**config.mk**
```make
export PLATFORM = sky130hd
export DESIGN_NAME = ddr2_cke_command_state_logic
export DESIGN_NICKNAME = d
export VERILOG_FILES = /design/src/cke_state_pkg.sv /design/src/ddr2_cke_command_state_logic.sv
export VERILOG_INCLUDE_DIRS = /design/src
export SDC_FILE = /design/constraint.sdc
export NUM_CORES = 1
export LEC_CHECK = 0
export ABC_AREA = 1
export BUFFER_PORTS_ARGS = -buffer_cell sky130_fd_sc_hd__buf_2
export CAP_MARGIN = 20
export CORE_AREA = 4 4 60 68
export DETAILED_ROUTE_END_ITERATION = 7
export DIE_AREA = 0 0 64 72
export GPL_TIMING_DRIVEN = 0
export HOLD_SLACK_MARGIN = 0.08
export PLACE_DENSITY = 0.89
export SYNTH_ARGS = -nofsm -noshare
export SYNTH_HDL_FRONTEND = slang
export SYNTH_SLANG_ARGS = --single-unit
```
**constraint.sdc**
```tcl
create_clock -name i_clk_sys -period 4.81 [get_ports i_clk_sys]
set_clock_uncertainty 0.05 [all_clocks]
set_input_delay 0.481 -clock i_clk_sys [delete_from_list [all_inputs] [get_ports i_clk_sys]]
set_output_delay 0.481 -clock i_clk_sys [all_outputs]
set_load 0.02 [all_outputs]
```
**src/cke_state_defs.svh**
```systemverilog
`ifndef CKE_STATE_DEFS_SVH
`define CKE_STATE_DEFS_SVH

// Burst length code that cannot be interrupted
`define BL_FOUR 4'h4
// Beats per burst counter value helpers
`define BEAT_ONE 4'h1
`define BEAT_ZERO 4'h0
// Self-refresh exit to read delay in clocks
`define XSRD_CLOCKS 8'hC8
// Minimum clock enable hold in clocks
`define CKE_HOLD_CLOCKS 2'h3
`define DATA_W 8

`endif

```
**src/cke_state_pkg.sv**
```systemverilog
package cke_state_pkg;
  typedef enum logic [2:0] {
    ST_IDLE = 3'b000,
    ST_ACTIVE = 3'b001,
    ST_READ = 3'b010,
    ST_WRITE = 3'b011,
    ST_PWR_DOWN = 3'b100,
    ST_SELF_REFRESH = 3'b101
  } dev_state_t;

  typedef enum logic [2:0] {
    CMD_NOP = 3'b000,
    CMD_ACT = 3'b001,
    CMD_PRE = 3'b010,
    CMD_READ = 3'b011,
    CMD_WRITE = 3'b100,
    CMD_REF = 3'b101,
    CMD_MRS = 3'b110
  } cmd_t;
endpackage

```
**src/ddr2_cke_command_state_logic.sv**
```systemverilog
// Function
// - Action per edge uses prior state, previous and current CKE, and command.
// - Unlisted state/CKE/command combinations are illegal; controller avoids them.
// - Power-down held while CKE low twice; exits on CKE rise with NOP/deselect.
// - No refresh in power-down; controller bounds power-down duration.
// - Termination input never affects CKE transitions; unavailable in self-refresh.
// - Data beat written when mask low, blocked when mask high, same beat.
// - Idle: NOP stays or powers down, ACT activates, PRE, REF, MRS act.
// - Active: NOP stays or powers down, read/write begin bursts, precharge; others illegal.
// - Read burst: NOP continues, read interrupts; write burst: write interrupts.
// - Power-down is precharge type from idle, active type with open rows.
// - Length-four bursts cannot be interrupted; interrupts for any other length.
// - Deselect is chip-select high; NOP is chip-select low, strobes high.
`timescale 1ns/1ps
`include "cke_state_defs.svh"

module ddr2_cke_command_state_logic (
  // Clock and reset
  input wire logic i_clk_sys,
  input wire logic i_rst,
  // Command pins
  input wire logic i_cke,
  input wire logic i_cs_n,
  input wire logic i_ras_n,
  input wire logic i_cas_n,
  input wire logic i_we_n,
  input wire logic i_odt,
  // Burst configuration
  input wire logic [3:0] i_burst_len,
  // Write data path
  input wire logic i_wr_beat,
  input wire logic i_dm,
  input wire logic [`DATA_W-1:0] i_wr_data,
  // State and status
  output logic [2:0] o_state,
  output logic o_precharge_pd,
  output logic o_active_pd,
  output logic o_odt_active,
  output logic o_read_allowed,
  output logic o_illegal,
  output logic o_cke_hold_err,
  // Masked write output
  output logic o_wr_en,
  output logic [`DATA_W-1:0] o_wr_data
);

  cke_state_pkg::dev_state_t state_q, state_d;
  logic cke_prev_q;
  logic [3:0] beats_q, beats_d;
  logic [7:0] xsrd_q;
  logic [1:0] hold_q;
  logic pre_pd_q, act_pd_q, illegal_q, hold_err_q;
  logic wr_en_q;
  logic [`DATA_W-1:0] wr_data_q;
  logic bad_d;
  logic odt_q, rd_ok_q;

  ////////////////////////////////////////////////////////////////////////
  // Command decode
  wire desel = i_cs_n;
  wire nop = desel | (~i_ras_n & 1'b0) |
             (~i_cs_n & i_ras_n & i_cas_n & i_we_n);
  wire lo = ~i_cs_n;
  wire c_act = lo & ~i_ras_n & i_cas_n & i_we_n;
  wire c_pre = lo & ~i_ras_n & i_cas_n & ~i_we_n;
  wire c_read = lo & i_ras_n & ~i_cas_n & i_we_n;
  wire c_write = lo & i_ras_n & ~i_cas_n & ~i_we_n;
  wire c_ref = lo & ~i_ras_n & ~i_cas_n & i_we_n;
  wire c_mrs = lo & ~i_ras_n & ~i_cas_n & ~i_we_n;
  // Termination input deliberately absent from the transition logic
  wire cke_hh = cke_prev_q & i_cke;
  wire cke_hl = cke_prev_q & ~i_cke;
  wire cke_lh = ~cke_prev_q & i_cke;
  wire can_intr = (i_burst_len != `BL_FOUR);
  wire burst_last = (beats_q == `BEAT_ONE);
  wire in_sr = (state_q == cke_state_pkg::ST_SELF_REFRESH);
  // Next-cycle view so the read permit can leave a flip-flop
  wire sr_nx = bad_d ? in_sr :
               (state_d == cke_state_pkg::ST_SELF_REFRESH);
  wire [7:0] xsrd_nx = in_sr ? `XSRD_CLOCKS :
                       ((xsrd_q != 8'h00) ? xsrd_q - 8'h01 : xsrd_q);

  ////////////////////////////////////////////////////////////////////////
  // Next state
  always_comb begin
    state_d = state_q;
    beats_d = beats_q;
    bad_d = 1'b0;
    case (state_q)
      // No refresh is done here; the controller bounds the stay
      cke_state_pkg::ST_PWR_DOWN, cke_state_pkg::ST_SELF_REFRESH: begin
        if (cke_lh & nop) begin
          state_d = (in_sr | pre_pd_q) ? cke_state_pkg::ST_IDLE :
                    cke_state_pkg::ST_ACTIVE;
        end else if (cke_lh | cke_prev_q) begin
          bad_d = 1'b1;
        end
      end
      cke_state_pkg::ST_IDLE: begin
        if (cke_hl & nop) begin
          state_d = cke_state_pkg::ST_PWR_DOWN;
        end else if (cke_hl & c_ref) begin
          state_d = cke_state_pkg::ST_SELF_REFRESH;
        end else if (cke_hh & c_act) begin
          state_d = cke_state_pkg::ST_ACTIVE;
        end else if (cke_hh & (nop | c_pre | c_ref | c_mrs)) begin
          state_d = cke_state_pkg::ST_IDLE;
        end else begin
          bad_d = 1'b1;
        end
      end
      cke_state_pkg::ST_ACTIVE: begin
        if (cke_hl & nop) begin
          state_d = cke_state_pkg::ST_PWR_DOWN;
        end else if (cke_hh & nop) begin
          state_d = cke_state_pkg::ST_ACTIVE;
        end else if (cke_hh & c_read) begin
          state_d = cke_state_pkg::ST_READ;
          beats_d = i_burst_len;
        end else if (cke_hh & c_write) begin
          state_d = cke_state_pkg::ST_WRITE;
          beats_d = i_burst_len;
        end else if (cke_hh & c_pre) begin
          state_d = cke_state_pkg::ST_IDLE;
        end else begin
          bad_d = 1'b1;
        end
      end
      cke_state_pkg::ST_READ, cke_state_pkg::ST_WRITE: begin
        if (cke_hh & nop) begin
          beats_d = beats_q - `BEAT_ONE;
          if (burst_last) begin
            state_d = cke_state_pkg::ST_ACTIVE;
          end
        end else if (cke_hh & can_intr &
                     ((state_q == cke_state_pkg::ST_READ) ? c_read :
                      c_write)) begin
          beats_d = i_burst_len;
        end else begin
          bad_d = 1'b1;
        end
      end
      default: begin
        state_d = cke_state_pkg::ST_IDLE;
      end
    endcase
  end

  ////////////////////////////////////////////////////////////////////////
  // State registers
  always_ff @(posedge i_clk_sys or posedge i_rst) begin
    if (i_rst) begin
      state_q <= cke_state_pkg::ST_IDLE;
      beats_q <= `BEAT_ZERO;
      cke_prev_q <= 1'b1;
      illegal_q <= 1'b0;
    end else begin
      state_q <= bad_d ? state_q : state_d;
      beats_q <= bad_d ? beats_q : beats_d;
      cke_prev_q <= i_cke;
      illegal_q <= bad_d;
    end
  end

  // Power-down flavour captured at entry
  always_ff @(posedge i_clk_sys or posedge i_rst) begin
    if (i_rst) begin
      pre_pd_q <= 1'b0;
      act_pd_q <= 1'b0;
    end else if (!bad_d && state_d == cke_state_pkg::ST_PWR_DOWN &&
                 state_q != cke_state_pkg::ST_PWR_DOWN) begin
      pre_pd_q <= (state_q == cke_state_pkg::ST_IDLE);
      act_pd_q <= (state_q == cke_state_pkg::ST_ACTIVE);
    end else if (state_q != cke_state_pkg::ST_PWR_DOWN) begin
      pre_pd_q <= 1'b0;
      act_pd_q <= 1'b0;
    end
  end

  // Exit-to-read counter after self-refresh
  always_ff @(posedge i_clk_sys or posedge i_rst) begin
    if (i_rst) begin
      xsrd_q <= 8'h00;
      rd_ok_q <= 1'b1;
    end else begin
      xsrd_q <= xsrd_nx;
      rd_ok_q <= (xsrd_nx == 8'h00) & ~sr_nx;
    end
  end

  // Clock-enable hold checker
  always_ff @(posedge i_clk_sys or posedge i_rst) begin
    if (i_rst) begin
      hold_q <= `CKE_HOLD_CLOCKS;
      hold_err_q <= 1'b0;
    end else if (i_cke != cke_prev_q) begin
      hold_err_q <= (hold_q != `CKE_HOLD_CLOCKS);
      hold_q <= 2'h1;
    end else begin
      hold_err_q <= 1'b0;
      if (hold_q != `CKE_HOLD_CLOCKS) begin
        hold_q <= hold_q + 2'h1;
      end
    end
  end

  ////////////////////////////////////////////////////////////////////////
  // Write data masking
  always_ff @(posedge i_clk_sys or posedge i_rst) begin
    if (i_rst) begin
      wr_en_q <= 1'b0;
      wr_data_q <= '0;
    end else begin
      wr_en_q <= i_wr_beat & ~i_dm;
      wr_data_q <= i_wr_data;
    end
  end

  assign o_state = state_q;
  assign o_precharge_pd = pre_pd_q;
  assign o_active_pd = act_pd_q;
  assign o_illegal = illegal_q;
  assign o_cke_hold_err = hold_err_q;
  assign o_read_allowed = rd_ok_q;
  assign o_odt_active = odt_q;
  assign o_wr_en = wr_en_q;
  assign o_wr_data = wr_data_q;

  always_ff @(posedge i_clk_sys or posedge i_rst) begin
    if (i_rst) begin
      odt_q <= 1'b0;
    end else begin
      odt_q <= i_odt & (state_d != cke_state_pkg::ST_SELF_REFRESH);
    end
  end

endmodule // ddr2_cke_command_state_logic

```
==> results of run 1 <==
## state kept, by name (all words and copies together), names as in the netlist
register / count
xsrd_q: 8
o_wr_data: 8
o_state: 3
o_cke_hold_err: 1
o_precharge_pd: 1
o_active_pd: 1
o_wr_en: 1
o_odt_active: 1
hold_q: 2
o_read_allowed: 1
beats_q: 4
o_illegal: 1
cke_prev_q: 1
## worst reg2reg max path, cell delays in order, from the launching register on
cell and delay [ps]:
dfstp_2 550, ha_1 130, buf_2 200, nand3_1 210, o41ai_4 380, nand2_2 140
nand2_1 80, nand2_1 50
## worst max-delay path by stage
stage                     from              to  cells past startpoint
floorplan           cke_prev_q      beats_q[2]                      7
global placement         i_cke    o_odt_active                     11
detailed placement       i_cke      beats_q[3]                      8
CTS                 cke_prev_q      beats_q[3]                      7
global route        cke_prev_q  o_read_allowed                     12
finish              cke_prev_q      beats_q[0]                      7
## power by group
part	switching (mW)	leakage [nW]	internal (mW)
combinational	0.302	0.808	0.175
sequential	0.0703	0.396	0.361
clock	0.0946	0.0585	0.169
total	0.466	1.26	0.705
## layout make-up
| type | count | share of cell area [%] |
|---|---|---|
| well taps | 50 | 2.69 |
| clock inverters | 1 | 1.29 |
| plain buffers | 1 | 0.215 |
| multi-input cells | 171 | 40.8 |
| clock buffers | 7 | 3.71 |
| inverters | 37 | 6.02 |
| flip-flops and latches | 33 | 35.7 |
| repair buffers | 40 | 9.57 |
## per-layer routing
layer / GRT usage [%] / routed length [um] / up-vias / part of all wire [%]
met3: 4.33 / 172 / 13 / 4.3
met4: 7.91 / 98 / 0 / 2.4
li1: - / - / 859 / -
met2: 34.0 / 2240 / 46 / 56
met5: 0 / 0 / - / 0
met1: 18.3 / 1510 / 798 / 38
## cell usage in the layout, fill, tap and decap left out, types with 3 or more instances in the layout
cell type and n:
nand2_1 51, buf_2 40, nor2_1 31, inv_1 30, dfrtp_1 29, nand3_1 23, o21ai_0 11, a21oi_1 8
ha_1 8, inv_2 6, clkbuf_8 6, nand2_4 5, nor2_2 5, nand4_1 4, nand2_2 4, xor2_1 4
dfstp_2 4, nand3_2 3, xnor2_1 3
## logic make-up (layout without fill, tap and decap cells)
kind of cell / Yosys count / after routing / synth area share [%]
buffers and inverters: 38 / 86 / 7.54
AOI/OAI and AO/OA: 24 / 24 / 7.73
adders and majority gates: 8 / 8 / 5.20
xor gates and xnor gates: 7 / 7 / 3.18
and+or+nand+nor: 132 / 132 / 33.2
DFF: 33 / 33 / 43.1
==> results.md, run 1 <==
- DR vias: approximately 1700
- Routed WL: 4020 um
- Synth area leaders: dfrtp_1, nand2_1, nor2_1, nand3_1, inv_1
- Post-Syn Nets: 272
- 1st-iter DRT viols: approximately 40
- Most numerous cell on the critical path: nand2_1
- Final Util: 66.8%
- First-pass GRT wire length: 6480 um
- Reg2reg start: cke_prev_q
- Slew @ Worst Pin: 575 ps
- WP buf/inv: 1
- Post-CTS Setup Inserts: 0
- I/O Pins: 40
- Peak VDD IR: 0.295 mV
- Pin count of the biggest net entering global routing: 21
- Dpl cells: around 330
- Area of the multi-input gates: roughly 950 um2
- Worst flop-to-flop path endpoint: beats_q[0]
- Final worst slack: 2900 ps
- Mapped Avg Cell Area: a little under 8 um2
- Maximum clock rate: roughly 520 MHz
- Yosys cell types: 28
- Final number of setup-violating endpoints: 0
- Remaining routing DRC violations: 0
- Avg WL per Cell: about 12 um
- Post_cts resized: 0
- Routed Antenna Nets: 0
- Crit path max-delay family: flip-flops
- Setup CP Type: reg2reg
- Row count: 23
- Placement Setup Slack: 2800 ps
- PwrDens: 503 mW/mm2
- Final hold vios: 0
- Seq/Total Area, Yosys: between 40% and 50%
- Max-cap violations: 0
- Arr. time, crit path: 2020 ps
- CTS tree: done
- Fillers: slightly below 300
- Hold buffer count at CTS: 0
- Most numerous cell in the Yosys netlist: nand2_1
- Clock buffer depth: 2
- Mapped Area: between 0.0015 and 0.002 mm2
- Worst path required time: about 5000 ps
- CP Capture Type: flop
- Gr ovfl total: 0
- # H-tree levels: 2
- Hpwl dp: 3210 um
- Input/output buffers: 39
- Slowest cell on the critical path: dfstp_2
- Pre-antenna DRT Iters: 4
- R2R Setup Slk: just under 3000 ps
- Proportion of synthesized flip-flops having asynchronous set or reset: 100%
- Crit Path Max Fanout: 8
- FF/Latch Area: a little over 800 um2
- Max stage delay on crit path: 550 ps
- RSZ-0062 raised after global routing: no
- Fin cells: 340
- Lkg Pwr: roughly 1.3 nW
- Clock buffer count from CTS: 5
- Synth Flop Type: dfrtp_1
- GRT Total Usage: roughly 18%
- Final nets: approximately 320
- Via density: roughly 5.0
- Vias in the first global route: 1606
- Chip Width: around 64 um
- Reg2Reg Depth: 7
- Post-DP Area: around 0.0022 mm2
- Number of flops mapped to enable cells by yosys: 0
- Root Buffer: clkbuf_8
- Slew Viols, Final: 0
- Synthesis-to-finish area growth: 20.9%
- Antenna violations before repair: 0
- Share of the synthesized area in the top cell type: roughly 38%
- Run status: finished clean
- Period utilisation layout: 39.7%
- Core area: 0.00348 mm2
- Share of post-route cells with drive strength above 1: between 20 and 30%
- Relative slew slack: around three fifths
- Min Tclk post-route: around 1900 ps
- GP Congestion: 0.935
- Flop and latch count out of synthesis: 33
- Setup crit start kind: flop
- Pwr Total: between 1 and 1.5 mW
- Effective utilization at floorplan: 55.3%
- Die ar.: between 0.004 and 0.005 mm2
- Post-Syn Instances: about 240
- Top cells by count, synth: nand2_1, nor2_1, inv_1
- Warnings, synthesis: 0
- Setup TNS: 0 ps
- Finished Cell Area: between 0.002 and 0.0025 mm2
- Die height: roughly 70 um
- CTS clk-pin slew, worst paths: roughly 70 ps
- Worst skew pair latency: approximately 280 ps
- Hold Slack: 210 ps
- CTS Sinks: 33
- Crit-path cells: ha_1 > buf_2 > nand3_1 > o41ai_4 > nand2_2 > nand2_1 > nand2_1
- Diodes inserted: 0
- Yosys top cell by area: dfrtp_1
- Worst min-delay path class: in2async
No activity file was read; power rests on OpenSTA's default activity.
==> inputs of run 2 (changes only) <==
CORE_AREA = 4 4 62 70   (was 4 4 60 68)
DIE_AREA = 0 0 66 74   (was 0 0 64 72)
PLACE_DENSITY = 0.84   (was 0.89)
clock period = 1.85 ns   (was 4.81 ns; I/O delays follow)
==> run 2 against run 1 <==
Largest cell class unchanged. Die area up 6.0%. Sequential share of layout area shrank 3.2 points. Design area increased by 10%. The flow now finishes with violations (negative setup slack). Global-route usage grew 1.2 points. Power grew to 2.7 times the previous value. Sequential cell count unchanged. Non-clock buffer count grew 20. Combinational power grew to 2.7 times the previous value. Clock power increased to 2.6 times the previous value.
==> results.md, run 2 (synthesis gave the netlist of run 1 again) <==
- Routed Antenna Nets: 0
- Commonest non-fill, non-tap cell in the layout: nand2_1
- Clk network pwr share: 22.1%
- Final worst slack: -13.0 ps
- CTS clk-pin slew, worst paths: ~70 ps
- Top Metal Used: met4
- Fillers: 270
- Effective utilization at floorplan: 53.5%
- Sw power: approximately 1.2 mW
- I/O Pins: 40
- Period utilisation layout: 101%
- RSZ-0062 raised after global routing: yes
- Share of post-route cells with drive strength above 1: 30.6%
- DR vias: 1774
- # H-tree levels: 2
- 1st-iter DRT viols: around 140
- GP Congestion: 0.927
- Antenna violations before repair: 0
- Row count: 23
- Peak VDD IR: about 0.7 mV
- Pin count of the biggest net entering global routing: 22
- Worst skew pair latency: between 200 and 300 ps
- Crit Path Max Fanout: 4
- Maximum clock rate: about 540 MHz
- Final hold vios: 0
- Max-cap violations: 0
- Hpwl dp: between 3000 and 4000 um
- Finished Cell Area: between 0.002 and 0.003 mm2
- PwrDens: about 1200 mW/mm2
- Vias in the first global route: approximately 1700
- Combinational share of power: between 40% and 50%
- Post-DP Area: ~0.0022 mm2
- Routed WL: 4420 um
- Remaining routing DRC violations: 0
- Setup crit start kind: flop
- CTS tree: done
- Slew Viols, Final: 0
- Worst min-delay path class: in2reg
- WL met2: around 2400 um
- Relative slew slack: about 63%
- GRT Total Usage: a little under a fifth
- Final number of setup-violating endpoints: 1
- First-pass GRT wire length: 7330 um
- Placement Setup Slack: -80.8 ps
- Sw Share: between 30% and 40%
- Synthesis-to-finish area growth: 32.9%
- Clock buffer count from CTS: 5
- Die height: between 70 and 80 um
- Final nets: 339
- Sequential share of power: between 30% and 40%
- Routed met3 length: approximately 200 um
- Avg WL per Cell: 12.3 um
- Internal power: about 1.9 mW
- Die ar.: approximately 0.005 mm2
- Input/output buffers: 39
- M1 wire length: about 1800 um
- Arr. time, crit path: roughly 2000 ps
- CTS Sinks: 33
- Lkg Pwr: approximately 1.4 nW
- Clock buffer depth: 2
- Slew @ Worst Pin: around 550 ps
- Most frequent cells in the layout: nand2_1, buf_2, nor2_1
- CP Capture Type: flop
- Run status: complete, but fails checks
- Failing checks: negative setup slack
- Core area: ~0.0036 mm2
- Via density: between 4 and 5
- Gr ovfl total: 0
- Root Buffer: clkbuf_8
- Pre-antenna DRT Iters: 5
- Diodes inserted: 0
- Chip Width: 66 um
- Setup TNS: -13.0 ps
- Worst path required time: around 2000 ps
- Min Tclk post-route: approximately 1900 ps
- Setup CP Type: reg2reg
- Hold Slack: 221 ps
## run 2: cell count changes in the layout (fill, tap and decap cells not counted), moves of 2 or more
cell	before	now
buf_4	0	7
nand2_2	4	6
nand2_1	51	49
dlygate4sd3_1	0	13
ha_1	8	6
## run 2: worst max-delay path, cell delays in order (launching register included)
cell and delay, ps:
dfstp_2 580, ha_2 240, inv_1 60, nor2_1 100, nand3_1 140, nand2_1 130
nand3_1 90, nand3_2 100, nand4_1 120, and2_1 150
## run 2: layer usage
metal	global-route usage (%)	up-vias
met1	23.4	824
li1	-	900
met2	34.0	46
met5	0	-
met3	4.53	4
met4	4.51	0
## run 2: final timing paths
check | end | startpoint | slack (ps) | cells past startpoint
worst max-delay path | o_odt_active | cke_prev_q | -10 | 9
worst min-delay path | beats_q[1] | i_burst_len[1] | 220 | 5
worst max register to register | o_odt_active | cke_prev_q | -10 | 9
worst min register to register | hold_q[1] | hold_q[1] | 430 | 2
max in group asynchronous | cke_prev_q | i_rst | 740 | 4
min in group asynchronous | o_wr_data[7] | i_rst | 440 | 3
## run 2: what timing repair did
item,in CTS,in global routing
resized for setup,4,10
hold buffers,13,0
pin swaps,2,9
hold endpoints to repair,22,0
setup endpoints to repair,7,9
buffers inserted,0,7
## run 2: stage by stage
step	util (%)	cells	total power, mW
floorplan	-	242	2.05
global placement	60.7	331	2.31
detailed placement	61.5	332	2.38
CTS	68.8	353	3.11
global route	71.2	360	3.40
finish	71.2	360	3.13
## run 2: final cells by class
cell class,instances,area (um2),share of cell area (%)
well taps,50,62.6,2.44
clock buffers,7,86.3,3.37
clock inverters,1,30.0,1.17
inverters,37,140,5.47
plain buffers,1,11.3,0.440
flip-flops and latches,33,831,32.5
repair buffers,60,405,15.8
multi-input cells,171,993,38.8
## run 2: power by group through the flow
stage | registers (mW) | logic [mW] | clock network [mW]
final | 1.13 | 1.31 | 0.693
after global routing | 1.15 | 1.50 | 0.751
after CTS | 1.12 | 1.28 | 0.704
after detailed placement | 1.13 | 1.25 | 0
after global placement | 1.12 | 1.19 | 0
after floorplan | 1.18 | 0.868 | 0
